$ cat config.mk
export PLATFORM = sky130hd
export DESIGN_NAME = cstr_regs
export DESIGN_NICKNAME = d
export VERILOG_FILES = /design/src/cstr_pkg.sv /design/src/cstr_regs.sv /design/src/cstr_trig_sync.sv
export SDC_FILE = /design/constraint.sdc
export NUM_CORES = 1
export LEC_CHECK = 0
export BUFFER_PORTS_ARGS = -buffer_cell sky130_fd_sc_hd__buf_2
export CAP_MARGIN = 10
export CORE_AREA = 5 5 67 69
export CTS_BUF_LIST = sky130_fd_sc_hd__clkbuf_8
export CTS_CLUSTER_SIZE = 14
export DETAILED_ROUTE_END_ITERATION = 10
export DIE_AREA = 0 0 72 74
export GPL_TIMING_DRIVEN = 1
export PLACE_DENSITY = 0.79
export SLEW_MARGIN = 25
export SYNTH_ARGS = -nofsm -noshare
export SYNTH_HDL_FRONTEND = slang
export SYNTH_SLANG_ARGS = --single-unit
$ cat constraint.sdc
create_clock -name clk_i -period 1.1 [get_ports clk_i]
set_input_delay 0.165 -clock clk_i [delete_from_list [all_inputs] [get_ports clk_i]]
set_output_delay 0.165 -clock clk_i [all_outputs]
set_load 0.05 [all_outputs]
$ cat src/cstr_pkg.sv
// constants for the calibration status and trigger register bank
package cstr_pkg;
	// register offsets
	localparam logic [7:0] ADDR_OFFSET_CAL_AVERAGING   = 8'h68;
	localparam logic [7:0] ADDR_CALIBRATION_STATUS     = 8'h6a;
	localparam logic [7:0] ADDR_CALIBRATION_PIN_CONFIG = 8'h6b;
	localparam logic [7:0] ADDR_SOFTWARE_CAL_TRIGGER   = 8'h6c;

	// offset_cal_averaging fields
	localparam int         AVG_DEPTH_LSB   = 4;
	localparam int         AVG_DEPTH_W     = 3;
	localparam int         AVG_RSVD_BIT    = 7;
	localparam logic [2:0] AVG_DEPTH_RESET = 3'h6;
	localparam logic [3:0] AVG_LOW_READ    = 4'h1;

	// calibration_status fields
	localparam int         STAT_FG_BIT     = 0;
	localparam int         STAT_HALT_BIT   = 1;
	localparam int         STAT_CODE_LSB   = 2;
	localparam int         STAT_CODE_W     = 3;
	localparam logic [2:0] STAT_CODE_RESET = 3'h0;

	// calibration_pin_config fields
	localparam int         PIN_TRIG_SEL_BIT = 0;
	localparam int         PIN_STAT_SEL_LSB = 1;
	localparam int         PIN_RSVD_LSB     = 3;
	localparam logic [7:0] PIN_CFG_RESET    = 8'h00;

	// software_cal_trigger fields
	localparam int         SWT_BIT   = 0;
	localparam logic [7:0] SWT_RESET = 8'h01;

	// status pin source selections
	localparam logic [1:0] PINSEL_FORE_CAL_COMPLETE = 2'h0;
	localparam logic [1:0] PINSEL_HALTED  = 2'h1;
	localparam logic [1:0] PINSEL_ALARM   = 2'h2;
	localparam logic [1:0] PINSEL_LOW     = 2'h3;

	// idle level of the synchronised hardware trigger
	localparam logic TRIG_IDLE = 1'b1;
endpackage

$ cat src/cstr_regs.sv
// calibration status, pin configuration and trigger select register bank
// Operation
// RULE1: three-bit offset averaging depth, resets to six
// RULE2: read-only status, code in bits four-two
// RULE3: halted flag set when background stops
// RULE4: halted flag cleared when calibration resumes
// RULE5: background off: halted set on foreground completion
// RULE6: foreground-complete flag in status bit zero
// RULE7: status pin selects fore, halted, alarm, low
// RULE8: select zero: software trigger bit, pin ignored
// RULE9: select one: hardware pin, software bit ignored
// RULE10: host idles with select zero, soft bit one
// RULE11: trigger low wakes sleeping core
// RULE12: hardware trigger synchronised before use
`timescale 1ns/100ps
`default_nettype none
module cstr_regs (
	// clock and reset
	input  wire logic       clk_i,
	input  wire logic       rst_n_i,
	// register access port from the serial interface
	input  wire logic [7:0] reg_addr_i,
	input  wire logic       reg_wr_i,
	input  wire logic [7:0] reg_wdata_i,
	input  wire logic       reg_rd_i,
	output logic      [7:0] reg_rdata_o,
	// events from the calibration sequencer
	input  wire logic       fg_finished_i,
	input  wire logic       bg_stopped_i,
	input  wire logic       cal_resumed_i,
	input  wire logic       bg_enabled_i,
	input  wire logic [2:0] cal_code_i,
	input  wire logic       alarm_i,
	// low-power wake control
	input  wire logic       lowpower_wake_by_trigger_i,
	input  wire logic       core_sleeping_i,
	output logic            core_wake_o,
	// pins
	input  wire logic       cal_trigger_pin_i,
	output logic            cal_status_pin_o,
	// to the calibration sequencer
	output logic      [2:0] offset_avg_depth_o,
	output logic            cal_trigger_o
);
	// register state
	logic       avg_rsvd;
	logic [2:0] offset_avg_depth;
	logic [2:0] cal_code;
	logic       fore_cal_complete;
	logic       bg_halted;
	logic [7:0] pin_cfg;
	logic [7:0] sw_trig_reg;
	logic       hw_trig_sync;

	// one place for the offset compare shared by the strobes and the checks
	function automatic logic cstr_hit(input logic [7:0] addr, input logic [7:0] offset);
		return addr == offset;
	endfunction

	// decode
	wire        wr_avg   = reg_wr_i && cstr_hit(reg_addr_i, cstr_pkg::ADDR_OFFSET_CAL_AVERAGING);
	wire        wr_pin   = reg_wr_i && cstr_hit(reg_addr_i, cstr_pkg::ADDR_CALIBRATION_PIN_CONFIG);
	wire        wr_swt   = reg_wr_i && cstr_hit(reg_addr_i, cstr_pkg::ADDR_SOFTWARE_CAL_TRIGGER);

	// fields
	wire        hw_trigger_select = pin_cfg[cstr_pkg::PIN_TRIG_SEL_BIT];
	wire  [1:0] status_pin_sel    = pin_cfg[cstr_pkg::PIN_STAT_SEL_LSB +: 2];
	wire        sw_trigger_bit    = sw_trig_reg[cstr_pkg::SWT_BIT];

	// read images
	wire  [7:0] avg_image  = {avg_rsvd, offset_avg_depth, cstr_pkg::AVG_LOW_READ};
	wire  [7:0] stat_image = {3'h0, cal_code, bg_halted, fore_cal_complete}; // RULE2

	// status flag next values; a set in the same cycle as a clear wins
	wire        fg_set        = fg_finished_i;
	wire        halt_set      = bg_stopped_i || (!bg_enabled_i && fg_finished_i); // RULE3 RULE5
	wire        next_fore     = fg_set || (fore_cal_complete && !cal_resumed_i); // RULE6
	wire        next_halted   = halt_set || (bg_halted && !cal_resumed_i); // RULE4

	// trigger source and pin routing
	wire        next_trigger  = hw_trigger_select ? hw_trig_sync : sw_trigger_bit; // RULE8 RULE9
	logic       next_pin;
	wire        next_wake     = lowpower_wake_by_trigger_i && core_sleeping_i && !cal_trigger_o; // RULE11
	logic [7:0] next_rdata;

	always_comb begin
		case (status_pin_sel) // RULE7
			cstr_pkg::PINSEL_FORE_CAL_COMPLETE: next_pin = fore_cal_complete;
			cstr_pkg::PINSEL_HALTED:  next_pin = bg_halted;
			cstr_pkg::PINSEL_ALARM:   next_pin = alarm_i;
			cstr_pkg::PINSEL_LOW:     next_pin = 1'b0;
			default:                  next_pin = 1'b0;
		endcase
	end

	// unmapped offsets read as zero
	always_comb begin
		case (reg_addr_i)
			cstr_pkg::ADDR_OFFSET_CAL_AVERAGING:   next_rdata = avg_image;
			cstr_pkg::ADDR_CALIBRATION_STATUS:     next_rdata = stat_image;
			cstr_pkg::ADDR_CALIBRATION_PIN_CONFIG: next_rdata = pin_cfg;
			cstr_pkg::ADDR_SOFTWARE_CAL_TRIGGER:   next_rdata = sw_trig_reg;
			default:                               next_rdata = 8'h00;
		endcase
	end

	// the pin goes through the synchroniser before anything else sees it
	cstr_trig_sync u_trig_sync ( // RULE12
		.clk_i   (clk_i),
		.rst_n_i (rst_n_i),
		.async_i (cal_trigger_pin_i),
		.sync_o  (hw_trig_sync)
	);

	// writable registers; the low averaging nibble is read-only and not stored
	always_ff @(posedge clk_i) begin
		if (!rst_n_i) begin
			avg_rsvd         <= 1'b0;
			offset_avg_depth <= cstr_pkg::AVG_DEPTH_RESET; // RULE1
			pin_cfg          <= cstr_pkg::PIN_CFG_RESET;
			sw_trig_reg      <= cstr_pkg::SWT_RESET;
		end else begin
			if (wr_avg) begin
				avg_rsvd         <= reg_wdata_i[cstr_pkg::AVG_RSVD_BIT];
				offset_avg_depth <= reg_wdata_i[cstr_pkg::AVG_DEPTH_LSB +: cstr_pkg::AVG_DEPTH_W]; // RULE1
			end
			if (wr_pin) begin
				pin_cfg <= reg_wdata_i;
			end
			if (wr_swt) begin
				sw_trig_reg <= reg_wdata_i;
			end
		end
	end

	// status: documented as undefined after reset, cleared here for determinism
	always_ff @(posedge clk_i) begin
		if (!rst_n_i) begin
			cal_code          <= cstr_pkg::STAT_CODE_RESET;
			fore_cal_complete <= 1'b0;
			bg_halted         <= 1'b0;
		end else begin
			cal_code          <= cal_code_i; // RULE2
			fore_cal_complete <= next_fore; // RULE6
			bg_halted         <= next_halted; // RULE3 RULE4 RULE5
		end
	end

	// outputs; trigger resets high, matching the software bit's reset value
	always_ff @(posedge clk_i) begin
		if (!rst_n_i) begin
			cal_trigger_o    <= cstr_pkg::TRIG_IDLE;
			cal_status_pin_o <= 1'b0;
			core_wake_o      <= 1'b0;
			reg_rdata_o      <= 8'h00;
		end else begin
			cal_trigger_o    <= next_trigger; // RULE8 RULE9
			cal_status_pin_o <= next_pin; // RULE7
			core_wake_o      <= next_wake; // RULE11
			if (reg_rd_i) begin
				reg_rdata_o <= next_rdata;
			end
		end
	end

	assign offset_avg_depth_o = offset_avg_depth;
endmodule
`default_nettype wire

$ cat src/cstr_trig_sync.sv
// three-stage synchroniser with agreement filter for the hardware trigger pin
`timescale 1ns/100ps
`default_nettype none
module cstr_trig_sync (
	// clock and reset
	input  wire logic clk_i,
	input  wire logic rst_n_i,
	// asynchronous pin and its synchronised level
	input  wire logic async_i,
	output logic      sync_o
);
	logic stage1;
	logic stage2;
	logic stage3;
	wire  agree = (stage2 == stage3);

	// stage1 feeds only stage2; the agreement check looks at stages two and three
	always_ff @(posedge clk_i) begin
		if (!rst_n_i) begin
			stage1 <= cstr_pkg::TRIG_IDLE;
			stage2 <= cstr_pkg::TRIG_IDLE;
			stage3 <= cstr_pkg::TRIG_IDLE;
			sync_o <= cstr_pkg::TRIG_IDLE;
		end else begin
			stage1 <= async_i;
			stage2 <= stage1;
			stage3 <= stage2;
			if (agree) begin
				sync_o <= stage3;
			end
		end
	end
endmodule
`default_nettype wire

==> impl_metrics.ini <==
[route]
drcViolationCount = 0
drt_iter0_drc = 48
wl_per_cell_um = 12.9
drt-vias-per-instance = 5.03
ant_nets = 0
routed_wl_um = 3600
via_count = 1407
drtPass1Iterations = 4

[logic_synthesis]
ys_types = 37
synth_cells = 176
synth_edf_count = 0
ys_seq_area_share_pct = 48.7
ys_ff_latch = 40
synth_flop_cell = dfxtp_1
synth.cell_area_um2 = 1640
synth_area_per_cell_um2 = 9.33
synthArstFlopShare_pct = 0
yosys_warnings = 0
syn_nets = 207

[clock_tree]
clk_latency_ns = 0.29
cts_hold_buf = 0
cts_made_buffers = 5
tritoncts = yes
cts.clk_slew.worst_paths_ns = 0.08
clock-sinks = 40
root_buffer = clkbuf_8
h-tree-depth = 2
clockBufferDepth = 2

[sta]
period_needed_ns = 1.07
fin_setup_tns_ns = 0
fmax_ghz = 0.934
maxSlewViolCount = 0
rsz0062_at_grt = no
setup_viol = 0
period_share_pct = 97.3
hold_viol = 0
worstMarginPinSlew_ns = 0.474
skew_ns = 0.00888
relSlewSlack_pct = 68.3

[final_layout]
synthToLayoutAreaGrowth_pct = 27.0
diodes = 0
finalNetCount = 260
fillers = 373
drive_above_1_share_pct = 33.5
finalNonFillerCells = 280

[place]
io_buffers = 44
post-dp-hpwl_um = 2760
dp.cells = 272
gp_congestion = 0.799

[power]
leakage_nw = 0.882
p_per_area_nw_per_um2 = 1380
power.total_mw = 2.87
vdd_drop_max_v = 0.000678

[critical_path]
r2r-end = reg_rdata_o[5]
slowest_stage = dfxtp_2
worstPathRequired_ns = 0.94
critPathMaxFanout = 3
critical-path-top-delay-family = flip-flops
crit_path_max_incr_delay_ns = 0.35
regToRegStartpoint = offset_avg_depth_o[1]
reg2reg_depth = 3
cp-end-kind = output port
cp-start-kind = register
crit_path_cell_trace = buf_2
cp_data_arrival_time_ns = 0.91
crit_buf_inv = 1
r2r_setup_slack_ns = 0.11
critPathKind = register to output port

[floorplanning]
ioPinCount = 45
dieArea_um2 = 5330
rows = 23
dieWidth_um = 72
fp.dieH_um = 74
start_util_pct = 42.6
core_area_um2 = 3860

[grt]
grt_max_degree = 25
grt_pass1_wl_um = 5950
grt_pass1_vias = 1366
gr-total-overflow = 0
grt_usage_pct = 14.5
antenna_found_initial = 0

[job]
cap_violations = 0

[outcome]
outcome = complete, no violations

[worst_hold_path]
hold_start = cal_trigger_pin_i
hold_path_class = input port to register
holdPathEnd = u_trig_sync.stage1
worst_hold_path.num_cells = 2
report_power, final:
part	switching, mW	internal, mW	total (mW)
sequential	0.00827	1.47	1.47
clock	0.507	0.671	1.18
combinational	0.115	0.106	0.222
total	0.630	2.24	2.87
per-layer routing:
metal	vias to the layer above	global-route usage, %	wire [um]
met4	0	7.52	70
met1	633	17.2	1600
li1	729	-	-
met5	-	0	0
met3	4	4.32	231
met2	41	23.8	1700
Yosys cell counts (3+ instances only):
cell type	n	share of area, %
dfxtp_1	40	49
o21ai_1	22	6.7
nand2_1	20	4.6
nand3_1	19	5.8
mux2i_1	9	5.5
a21oi_1	5	1.5
and2_1	5	1.9
clkbuf_1	5	1.1
nand2b_1	5	1.9
o21ai_0	5	1.5
nor2_1	4	0.91
nor2b_1	4	1.5
a22oi_1	3	1.4
per-stage QoR:
step | cell area [um^2] | hold WS, ns | worst slack, ns | util [%]
detailed placement | 1960 | 0.349 | -0.169 | 50.9
floorplan | 1650 | 0.266 | 0.00728 | -
finish | 2090 | 0.0470 | 0.0292 | 54.1
global route | 2090 | 0.0361 | 0.00465 | 54.1
CTS | 2080 | 0.0412 | 0.0141 | 53.9
global placement | 1960 | 0.347 | -0.136 | 50.9
layout by cell type, fill, tap and decap left out, types with 2 or more instances in the layout:
master | netlist | layout
buf_2 | 2 | 41
dfxtp_1 | 40 | 38
o21ai_1 | 22 | 22
nand2_1 | 20 | 20
nand3_1 | 19 | 19
buf_4 | 1 | 13
mux2i_1 | 9 | 9
o21ai_0 | 5 | 5
and2_1 | 5 | 5
nand2b_1 | 5 | 5
a21oi_1 | 5 | 5
clkbuf_8 | 0 | 5
nor2b_1 | 4 | 4
nor2_1 | 4 | 4
a22oi_1 | 3 | 3
and3_1 | 2 | 2
inv_1 | 2 | 2
mux2_2 | 2 | 2
nand3b_1 | 2 | 2
dfxtp_2 | 0 | 2
clkbuf_4 | 0 | 2
repair_timing:
item,CTS,global route
hold endpoints to repair,0,0
gates resized for setup,1,3
cloned,0,0
endpoints found under the setup margin,1,3
buffers inserted,0,0
worst max-delay path by stage:
stage / start / end / depth (start not counted)
floorplan: reg_addr_i[2] / pin_cfg[5] / 6
CTS: offset_avg_depth_o[0] / offset_avg_depth_o[0] / 1
detailed placement: reg_addr_i[7] / sw_trig_reg[7] / 5
global route: reg_rdata_o[2] / reg_rdata_o[2] / 1
global placement: reg_addr_i[7] / sw_trig_reg[7] / 5
finish: offset_avg_depth_o[1] / offset_avg_depth_o[1] / 1
area by class of cell:
cell class                 count  area, um^2  area share, %
clock inverter                 3        42.5           2.04
inverter                       2        7.51          0.360
tap                           50        62.6           3.00
timing repair buffer          57         329           15.8
clock buffer                   5        68.8           3.30
multi-input combinational    123         772           37.0
sequential                    40         803           38.5
kinds of logic (layout without fill, tap and decap cells):
| group | after synthesis | in the layout | synth area share [%] |
|---|---|---|---|
| muxes | 11 | 11 | 6.85 |
| DFF | 40 | 40 | 48.7 |
| AOI/OAI and AO/OA | 42 | 42 | 14.5 |
| buffers and inverters | 13 | 67 | 4.27 |
| and+or+nand+nor | 70 | 70 | 25.6 |
Note: power is estimated with default switching activity, not from simulation.
